File: config.mk
export PLATFORM = sky130hd
export DESIGN_NAME = rba_unit
export DESIGN_NICKNAME = d
export VERILOG_FILES = /design/src/common/rba_pkg.sv /design/src/common/rba_addr_if.sv /design/src/logic/rba_addr_gen.sv /design/src/logic/rba_unit.sv
export SDC_FILE = /design/constraint.sdc
export NUM_CORES = 1
export LEC_CHECK = 0
export CAP_MARGIN = 20
export CORE_MARGIN = 2
export CORE_UTILIZATION = 66
export DETAILED_ROUTE_END_ITERATION = 6
export DONT_BUFFER_PORTS = 1
export PLACE_DENSITY = 0.8
export SYNTH_ARGS = -nofsm -noshare
export SYNTH_HDL_FRONTEND = slang
export SYNTH_SLANG_ARGS = --single-unit
File: constraint.sdc
create_clock -name clk -period 1.04 [get_ports clk]
set_input_delay 0.208 -clock clk [delete_from_list [all_inputs] [get_ports clk]]
set_output_delay 0.208 -clock clk [all_outputs]
set_load 0.02 [all_outputs]
File: src/common/rba_pkg.sv
// rba_pkg: widths, mode codes and operation codes of the register bit address unit.
// assumes one cpu clock; the decoder drives one request at a time.
package rba_pkg;
   localparam int RBA_PTR_W = 16;
   localparam int RBA_DATA_W = 40;
   localparam int RBA_BIT_W = 6;
   localparam logic [RBA_PTR_W-1:0] RBA_STEP_ONE = 16'h0001;
   localparam logic [RBA_PTR_W-1:0] RBA_STEP_TWO = 16'h0002;
   localparam logic [2:0] RBA_SHORT_MIN = 3'h1;
   localparam logic [RBA_PTR_W-1:0] RBA_PTR_RESET = 16'h0000;

   typedef enum logic [2:0] {
      RBA_AUX_LONG = 3'b000,
      RBA_AUX_PRE_LONG = 3'b001,
      RBA_AUX_SHORT = 3'b010,
      RBA_COEFF_PLAIN = 3'b011,
      RBA_COEFF_POST_INC = 3'b100,
      RBA_COEFF_POST_DEC = 3'b101
   } rba_mode_e;

   typedef enum logic [1:0] {
      RBA_OP_CLEAR = 2'b00,
      RBA_OP_SET = 2'b01,
      RBA_OP_PAIR_TEST = 2'b10
   } rba_op_e;
endpackage

File: src/common/rba_addr_if.sv
// rba_addr_if: carries a request from the top into the address generator and back.
// assumes both ends on the cpu clock; purely combinational between them.
`timescale 1ns/1ns
`default_nettype none
interface rba_addr_if;
   import rba_pkg::*;
   rba_mode_e mode;
   logic two_bit;
   logic [rba_pkg::RBA_PTR_W-1:0] aux_pointer;
   logic [rba_pkg::RBA_PTR_W-1:0] coeff_pointer;
   logic [rba_pkg::RBA_PTR_W-1:0] long_offset_const;
   logic [2:0] short_offset_const;
   logic circ_en;
   logic [rba_pkg::RBA_PTR_W-1:0] buffer_start;
   logic [rba_pkg::RBA_PTR_W-1:0] bit_addr;
   logic [rba_pkg::RBA_PTR_W-1:0] ptr_new;
   logic ptr_write;
   logic is_coeff;
   logic uses_long;
   modport gen (input mode, two_bit, aux_pointer, coeff_pointer, long_offset_const,
      short_offset_const, circ_en, buffer_start,
      output bit_addr, ptr_new, ptr_write, is_coeff, uses_long);
   modport user (output mode, two_bit, aux_pointer, coeff_pointer, long_offset_const,
      short_offset_const, circ_en, buffer_start,
      input bit_addr, ptr_new, ptr_write, is_coeff, uses_long);
endinterface
`default_nettype wire

File: src/logic/rba_addr_gen.sv
// rba_addr_gen: combinational bit address and pointer update for every mode.
// assumes the caller picks the buffer start that matches the pointer in use.
`timescale 1ns/1ns
`default_nettype none
module rba_addr_gen
   import rba_pkg::*;
(
   // request and answer
   rba_addr_if.gen a
);
   logic [RBA_PTR_W-1:0] base;
   logic [RBA_PTR_W-1:0] step;

   always_comb begin
      step = a.two_bit ? RBA_STEP_TWO : RBA_STEP_ONE;
      a.is_coeff = 1'b0;
      a.uses_long = 1'b0;
      a.ptr_write = 1'b0;
      a.ptr_new = a.aux_pointer;
      base = a.aux_pointer;
      unique case (a.mode)
         RBA_AUX_LONG: begin
            base = a.aux_pointer + a.long_offset_const;
            a.uses_long = 1'b1;
         end
         RBA_AUX_PRE_LONG: begin
            a.ptr_new = a.aux_pointer + a.long_offset_const;
            a.ptr_write = 1'b1;
            base = a.ptr_new;
            a.uses_long = 1'b1;
         end
         RBA_AUX_SHORT: begin
            base = a.aux_pointer + {13'h0000, a.short_offset_const};
         end
         RBA_COEFF_PLAIN: begin
            a.is_coeff = 1'b1;
            base = a.coeff_pointer;
            a.ptr_new = a.coeff_pointer;
         end
         RBA_COEFF_POST_INC: begin
            a.is_coeff = 1'b1;
            base = a.coeff_pointer;
            a.ptr_new = a.coeff_pointer + step;
            a.ptr_write = 1'b1;
         end
         RBA_COEFF_POST_DEC: begin
            a.is_coeff = 1'b1;
            base = a.coeff_pointer;
            a.ptr_new = a.coeff_pointer - step;
            a.ptr_write = 1'b1;
         end
         default: begin
            base = a.aux_pointer;
         end
      endcase
      a.bit_addr = a.circ_en ? base + a.buffer_start : base;
   end
endmodule // rba_addr_gen
`default_nettype wire

File: src/logic/rba_unit.sv
// rba_unit: register bit address unit; generates bit addresses and does
// set, clear and pair test on a source register, then writes back pointers.
// assumes the decoder pulses req_valid with a stable request for that cycle.
//
// Notes on behaviour
// - aux long offset: pointer plus signed constant
// - long offset instruction never paired parallel
// - pre-modify: update pointer, then use it
// - short offset 1..7 added, pointer kept
// - plain coefficient pointer used, not updated
// - post-increment coefficient by one or two
// - post-decrement coefficient by one or two
// - pair test: low bit, next bit to flags
// - clear selects one bit, others kept
// - set selects one bit, others kept
`timescale 1ns/1ns
`default_nettype none
module rba_unit
   import rba_pkg::*;
(
   // clock and reset
   input wire logic clk,
   input wire logic rstn,
   // request from decoder
   input wire logic req_valid,
   input wire rba_op_e op,
   input wire rba_mode_e mode,
   input wire logic want_parallel,
   input wire logic [RBA_PTR_W-1:0] long_offset_const,
   input wire logic [2:0] short_offset_const,
   // register file values
   input wire logic [RBA_PTR_W-1:0] aux_pointer,
   input wire logic [RBA_PTR_W-1:0] coeff_pointer,
   input wire logic [RBA_PTR_W-1:0] aux_buffer_start,
   input wire logic [RBA_PTR_W-1:0] coeff_buffer_start,
   input wire logic aux_circ,
   input wire logic coeff_circ,
   input wire logic [RBA_DATA_W-1:0] src_data,
   // results
   output logic done,
   output logic [RBA_PTR_W-1:0] bit_addr,
   output logic [RBA_DATA_W-1:0] result_data,
   output logic result_we,
   output logic test_flag_low,
   output logic test_flag_high,
   output logic flags_we,
   output logic aux_we,
   output logic coeff_we,
   output logic [RBA_PTR_W-1:0] ptr_new,
   output logic parallel_refused
);
   typedef struct packed {
      logic done;
      logic [RBA_PTR_W-1:0] bit_addr;
      logic [RBA_DATA_W-1:0] result_data;
      logic result_we;
      logic test_flag_low;
      logic test_flag_high;
      logic flags_we;
      logic aux_we;
      logic coeff_we;
      logic [RBA_PTR_W-1:0] ptr_new;
      logic parallel_refused;
   } rba_state_s;

   rba_state_s st_r;
   rba_state_s st_nxt;
   rba_addr_if ag ();

   // bit index within the source register; out of range selects nothing
   function automatic logic [RBA_DATA_W-1:0] bit_mask(input logic [RBA_PTR_W-1:0] addr);
      bit_mask = '0;
      if (addr < RBA_PTR_W'(RBA_DATA_W)) begin
         bit_mask[addr[RBA_BIT_W-1:0]] = 1'b1;
      end
   endfunction

   function automatic logic bit_at(input logic [RBA_DATA_W-1:0] d,
      input logic [RBA_PTR_W-1:0] addr);
      bit_at = |(d & bit_mask(addr));
   endfunction

   // decoded from the mode, not from the generator, so no loop through it
   function automatic logic coeff_mode(input rba_mode_e m);
      coeff_mode = (m == RBA_COEFF_PLAIN) || (m == RBA_COEFF_POST_INC) ||
         (m == RBA_COEFF_POST_DEC);
   endfunction

   ////////////////////////////////////////////////////////////////////////
   assign ag.mode = mode;
   assign ag.two_bit = (op == RBA_OP_PAIR_TEST);
   assign ag.aux_pointer = aux_pointer;
   assign ag.coeff_pointer = coeff_pointer;
   assign ag.long_offset_const = long_offset_const;
   assign ag.short_offset_const = short_offset_const;
   assign ag.circ_en = coeff_mode(mode) ? coeff_circ : aux_circ;
   assign ag.buffer_start = coeff_mode(mode) ? coeff_buffer_start : aux_buffer_start;

   rba_addr_gen u_gen (
      .a(ag.gen)
   );

   ////////////////////////////////////////////////////////////////////////
   always_comb begin
      st_nxt = '0;
      st_nxt.bit_addr = st_r.bit_addr;
      st_nxt.ptr_new = st_r.ptr_new;
      st_nxt.result_data = st_r.result_data;
      st_nxt.test_flag_low = st_r.test_flag_low;
      st_nxt.test_flag_high = st_r.test_flag_high;
      if (req_valid) begin
         st_nxt.done = 1'b1;
         st_nxt.bit_addr = ag.bit_addr;
         st_nxt.ptr_new = ag.ptr_new;
         // pointer writes happen after the address is used
         st_nxt.aux_we = ag.ptr_write & ~ag.is_coeff;
         st_nxt.coeff_we = ag.ptr_write & ag.is_coeff;
         st_nxt.parallel_refused = ag.uses_long & want_parallel;
         unique case (op)
            RBA_OP_CLEAR: begin
               st_nxt.result_data = src_data & ~bit_mask(ag.bit_addr);
               st_nxt.result_we = 1'b1;
            end
            RBA_OP_SET: begin
               st_nxt.result_data = src_data | bit_mask(ag.bit_addr);
               st_nxt.result_we = 1'b1;
            end
            RBA_OP_PAIR_TEST: begin
               st_nxt.test_flag_low = bit_at(src_data, ag.bit_addr);
               st_nxt.test_flag_high = bit_at(src_data, ag.bit_addr + RBA_STEP_ONE);
               st_nxt.flags_we = 1'b1;
            end
            default: begin
               st_nxt.done = 1'b1;
            end
         endcase
      end
   end

   always_ff @(posedge clk or negedge rstn) begin
      if (!rstn) begin
         st_r <= '0;
      end else begin
         st_r <= st_nxt;
      end
   end

   assign done = st_r.done;
   assign bit_addr = st_r.bit_addr;
   assign result_data = st_r.result_data;
   assign result_we = st_r.result_we;
   assign test_flag_low = st_r.test_flag_low;
   assign test_flag_high = st_r.test_flag_high;
   assign flags_we = st_r.flags_we;
   assign aux_we = st_r.aux_we;
   assign coeff_we = st_r.coeff_we;
   assign ptr_new = st_r.ptr_new;
   assign parallel_refused = st_r.parallel_refused;

   ////////////////////////////////////////////////////////////////////////
   property p_long_addr;
      @(posedge clk) disable iff (!rstn)
      (req_valid && mode == RBA_AUX_LONG && !aux_circ) |=>
         bit_addr == $past(aux_pointer) + $past(long_offset_const) && !aux_we;
   endproperty
   a_long_addr: assert property (p_long_addr) else $error("long offset address wrong");

   property p_no_pair;
      @(posedge clk) disable iff (!rstn)
      (req_valid && want_parallel &&
         (mode == RBA_AUX_LONG || mode == RBA_AUX_PRE_LONG)) |=> parallel_refused;
   endproperty
   a_no_pair: assert property (p_no_pair) else $error("long offset paired");

   property p_pre_mod;
      @(posedge clk) disable iff (!rstn)
      (req_valid && mode == RBA_AUX_PRE_LONG && !aux_circ) |=>
         aux_we && ptr_new == bit_addr && !coeff_we;
   endproperty
   a_pre_mod: assert property (p_pre_mod) else $error("pre modify mismatch");

   property p_short;
      @(posedge clk) disable iff (!rstn)
      (req_valid && mode == RBA_AUX_SHORT && !aux_circ) |=>
         bit_addr == $past(aux_pointer) + {13'h0000, $past(short_offset_const)} && !aux_we;
   endproperty
   a_short: assert property (p_short) else $error("short offset address wrong");

   property p_plain;
      @(posedge clk) disable iff (!rstn)
      (req_valid && mode == RBA_COEFF_PLAIN && !coeff_circ) |=>
         bit_addr == $past(coeff_pointer) && !coeff_we;
   endproperty
   a_plain: assert property (p_plain) else $error("plain coefficient wrong");

   property p_inc;
      @(posedge clk) disable iff (!rstn)
      (req_valid && mode == RBA_COEFF_POST_INC) |=> coeff_we &&
         ptr_new == $past(coeff_pointer) +
         ($past(op) == RBA_OP_PAIR_TEST ? RBA_STEP_TWO : RBA_STEP_ONE);
   endproperty
   a_inc: assert property (p_inc) else $error("post increment wrong");

   property p_dec;
      @(posedge clk) disable iff (!rstn)
      (req_valid && mode == RBA_COEFF_POST_DEC) |=> coeff_we &&
         ptr_new == $past(coeff_pointer) -
         ($past(op) == RBA_OP_PAIR_TEST ? RBA_STEP_TWO : RBA_STEP_ONE);
   endproperty
   a_dec: assert property (p_dec) else $error("post decrement wrong");

   property p_pair;
      @(posedge clk) disable iff (!rstn)
      (req_valid && op == RBA_OP_PAIR_TEST && ag.bit_addr == 16'h0015) |=>
         flags_we && test_flag_low == $past(src_data[21]) && test_flag_high == $past(src_data[22]);
   endproperty
   a_pair: assert property (p_pair) else $error("pair test flags wrong");

   property p_clear;
      @(posedge clk) disable iff (!rstn)
      (req_valid && op == RBA_OP_CLEAR && ag.bit_addr == 16'h001f) |=>
         result_we && result_data == ($past(src_data) & ~40'h0080000000);
   endproperty
   a_clear: assert property (p_clear) else $error("bit clear wrong");

   property p_set;
      @(posedge clk) disable iff (!rstn)
      (req_valid && op == RBA_OP_SET && ag.bit_addr == 16'h0000) |=>
         result_we && result_data == ($past(src_data) | 40'h0000000001);
   endproperty
   a_set: assert property (p_set) else $error("bit set wrong");

   property p_circ;
      @(posedge clk) disable iff (!rstn)
      (req_valid && mode == RBA_COEFF_PLAIN && coeff_circ) |=>
         bit_addr == $past(coeff_pointer) + $past(coeff_buffer_start);
   endproperty
   a_circ: assert property (p_circ) else $error("circular base missing");

   c_pair: cover property (@(posedge clk) disable iff (!rstn) flags_we && test_flag_high);
   c_inc: cover property (@(posedge clk) disable iff (!rstn) req_valid && mode == RBA_COEFF_POST_INC);
   c_refuse: cover property (@(posedge clk) disable iff (!rstn) parallel_refused);
endmodule // rba_unit
`default_nettype wire

==> impl_metrics.ini, run 1 <==
[run_status]
status = stopped before the end
stop_stage = clock tree synthesis
stop_error = [ERROR DPL-0033] detailed placement checks failed during check placement.

[synth]
synth.area.mux_share = 0.0747
yosysMostFrequentCell = nor2_1
synth_compound_area_frac = 0.318
netlist-cell-type-count = 86
synth_nets = 1352
synth_flop_cell = dfrtp_1
syn_inst = 1165
synth_top_cell_area_share = 0.223
synth_warnings = 0
ys_seq_elements = 80
synth_area_um2 = 8960
synth_xor_area_frac = 0.0410
synthAdderAreaFrac = 0.0774
yosys.area.top_type = dfrtp_1
synth_common_cells = 124 x nor2_1, 110 x nand2_1, 106 x o21ai_0
synth-edff-count = 0
synth_top_family_by_area = compound AO/OA/AOI/OAI gates
avgSynthCellArea_um2 = 7.69
async_flop_share = 1.00
synth-simple-area-share = 0.215
ys_seq_area_frac = 0.223
ys_top_cells_by_area = dfrtp_1 22%, ha_1 6.8%, o21ai_0 5.9%

[clock_tree]
cts_root_buf = clkbuf_16
post_cts_resized = 200
cts_sinks = 80
clockBufferDepth = 2
cts_made_buffers = 9
htreeDepth = 3
post_cts.repair.setup_buffers = 51
hold_buffers = 1

[place]
dp_slack_ps = -3820
gp_congestion = 1.15
dpl.hpwl_um = 29400
place_inst = 1579
portBuffers = 0

[die]
start_util = 0.677
row_count = 42
die_x_um = 121
die_h_um = 121
ioPinCount = 214
==> cell families after synthesis <==
kind of cell	count (synthesis)
compound gates	427
xor+xnor	42
fa+ha+maj	53
buf+inv	105
flops	80
mux	57
simple gates	401
==> metrics by stage <==
step / hold slack, ps / instance area, um^2 / util
floorplan: -87.6 / 9590 / -
global placement: -86.1 / 11600 / 0.876
detailed placement: -86.0 / 11600 / 0.876
==> inputs of run 2 (changes only) <==
- CORE_UTILIZATION: 66 -> 40
- PLACE_DENSITY: 0.8 -> not set
- PLACE_DENSITY_LB_ADDON: not set -> 0.15
==> run 2 against run 1 <==
Compared with the run above:
- the flow now finishes, with violations (negative hold slack, negative setup slack)
- synthesized area is the same
- synthesized cell count is the same
==> impl_metrics.ini, run 2 <==
[synth]
synth_nets = 1352
synthAdderAreaFrac = 0.0774
syn_inst = 1165
ys_top_cells_by_area = dfrtp_1 22%, ha_1 6.8%, o21ai_0 5.9%
synth_top_cell_area_share = 0.223
synth_warnings = 0
ys_seq_elements = 80
synth_common_cells = 124 x nor2_1, 110 x nand2_1, 106 x o21ai_0
avgSynthCellArea_um2 = 7.69
synth-edff-count = 0
async_flop_share = 1.00
yosysMostFrequentCell = nor2_1
synth_xor_area_frac = 0.0410
synth_top_family_by_area = compound AO/OA/AOI/OAI gates
yosys.area.top_type = dfrtp_1
synth_compound_area_frac = 0.318
ys_seq_area_frac = 0.223
synth_flop_cell = dfrtp_1
netlist-cell-type-count = 86
synth.area.mux_share = 0.0747
synth_area_um2 = 8960
synth-simple-area-share = 0.215

[timing]
worst_slew_pin_slew_ps = 605
relSlewSlack = 0.597
fin_skew_ps = 0
fin_crit_ps = 4220
rsz0062_at_grt = yes
finalWorstSetupSlack_ps = -3180
final-setup-viol-count = 100
hold_violations = 80
period_share = 4.06
fmax_mhz = 237
finalMaxSlewViolations = 0
holdWs_ps = -446

[pwr]
peakVddDrop_uv = 897
power_density_nw_per_um2 = 1390
leakage_nw = 5.72
p_int_mw = 11.2
comb_power_share = 0.595
power.net_switching_mw = 7.79
swShare = 0.411
power_frac_seq = 0.231
p_clk_frac = 0.174

[die]
ioPinCount = 214
core_um2 = 21900
die_x_um = 154
row_count = 54
die_h_um = 154
dieArea_um2 = 23600
start_util = 0.409

[clock_tree]
cts_tree = yes
cts_made_buffers = 9
htreeDepth = 3
clockBufferDepth = 2
cts_root_buf = clkbuf_16
clk_pin_slew_worst_paths_ps = 80
cts_sinks = 80
hold_buffers = 8
clk_latency_ps = 340

[run_status]
violations = negative hold slack, negative setup slack
status = finished with violations

[global_route]
grtUsageTotal = 0.315
globalRouteOverflowTotal = 0
grt_pass1_vias = 10700
antenna_found_initial = 0
grt_max_degree = 81
grt_pass1_wl_um = 58700

[setup_path]
cp_num_buf_inv = 1
crit_fanout = 6
crit_arrival_ps = 4500
cpPeakStageDelay_ps = 420
r2r_start = bit_addr[0]
crit_chain = ha_4 > and2_4 > or4_4 > o21ai_4 > xnor2_2 > a222oi_1 > a21oi_1 > nor2_1 > a21oi_1 > ha_4 > nand2_2 > o21ai_0 > xor2_1 > a221oi_2 > and3_4 > and4_1 > buf_6 > o211ai_4 > or3_4 > a31oi_4
startpoint = long_offset_const[4]
crit_family = compound AO/OA/AOI/OAI gates
worstPathRequired_ps = 1320
cp_slowest_cell = or4_4
worst_setup_path_start_kind = input pin
crit_path_end_kind = flip-flop
critPathKind = in -> reg

[place]
portBuffers = 0
dpl.hpwl_um = 29400
placed_cell_area_um2 = 11900
gp_congestion = 0.942

[cells_and_area]
layout.cells.most_common = buf_4
final_cell_mix = 305 x buf_4, 119 x nor2_1, 105 x nand2_1
largest_reg_flops = 40
area_growth_pct = 52.4
drive_gt1_frac = 0.428
finalNetCount = 1671
post-route-cell-area_um2 = 13700
fillers = 1953
post-route-util = 0.624
antenna_cells = 0

[routing]
routed_wirelength_um = 38900
firstDrtPassIters = 5
avgRoutedWirePerCell_um = 22.0
drt.antenna.violating_nets = 0
via_count = 10600
viasPerCell = 6.02
remaining_drc_errors = 0
drt_iter0_drc = 750

[job]
drv_cap = 0

[hold_path]
hold_class = in -> async
-- run 2: cell families after synthesis --
kind of cell	Yosys count
compound gates	427
xor+xnor	42
mux	57
simple gates	401
flops	80
buf+inv	105
fa+ha+maj	53
-- run 2: path summary, 6_finish.rpt --
kind / endpoint / cells after the start / slack [ps]
setup / recovery: result_data[7] / 20 / -3180
hold / removal: done / 0 / -450
setup reg to reg: bit_addr[0] / 3 / 30
hold reg to reg: ptr_new[7] / 2 / 530
max in group asynchronous: result_data[3] / 0 / 1320
min in group clk: result_data[25] / 2 / 0
-- run 2: metal layers --
layer / GRT usage / part of all wire / vias up
met5: 0 / 0 / -
met4: 0.179 / 0.056 / 0
met3: 0.0764 / 0.084 / 106
met2: 0.513 / 0.47 / 462
met1: 0.380 / 0.39 / 5081
li1: - / - / 4995
-- run 2: area by class of cell --
class,count,area [um^2],share of cell area
Clock inverter,7,78.8,0.00577
Clock buffer,9,225,0.0165
Sequential cell,80,2040,0.149
Timing Repair Buffer,378,3190,0.233
Multi-Input combinational cell,980,7640,0.559
Inverter,35,135,0.00989
Tap cell,280,350,0.0256
-- run 2: per-stage QoR --
stage / std cells / setup TNS [ps] / power [mW] / setup slack [ps]
3_3_place_gp: 1701 / -215240 / 13.9 / -3670
3_5_place_dp: 1701 / -218970 / 13.9 / -3740
2_1_floorplan: 1165 / -194770 / 10.1 / -3350
6_report: 1769 / -186430 / 18.9 / -3180
4_1_cts: 1746 / -187010 / 18.2 / -3170
5_1_grt: 1769 / -201590 / 19.9 / -3420
-- run 2: repair_timing --
item                       4_1_cts  5_1_grt
hold endpoints to repair       113       80
gates resized for setup        156      121
cloned                           0        2
setup endpoints to repair      118      123
pin swaps                       67       68
buffers inserted                24       27
-- run 2: worst register-to-register path, cell delays in order (launching register included) --
cell and delay [ps]:
dfrtp_1 390, buf_4 130, buf_4 120, mux2_4 250
-- run 2: power groups by stage --
stage | logic [mW] | clock network (mW) | registers [mW]
floorplan | 5.66 | 0 | 4.47
global placement | 9.49 | 0 | 4.37
detailed placement | 9.54 | 0 | 4.37
CTS | 10.4 | 3.36 | 4.37
global route | 12.0 | 3.46 | 4.44
finish | 11.3 | 3.30 | 4.38
Power figures use the tool's default switching activity.
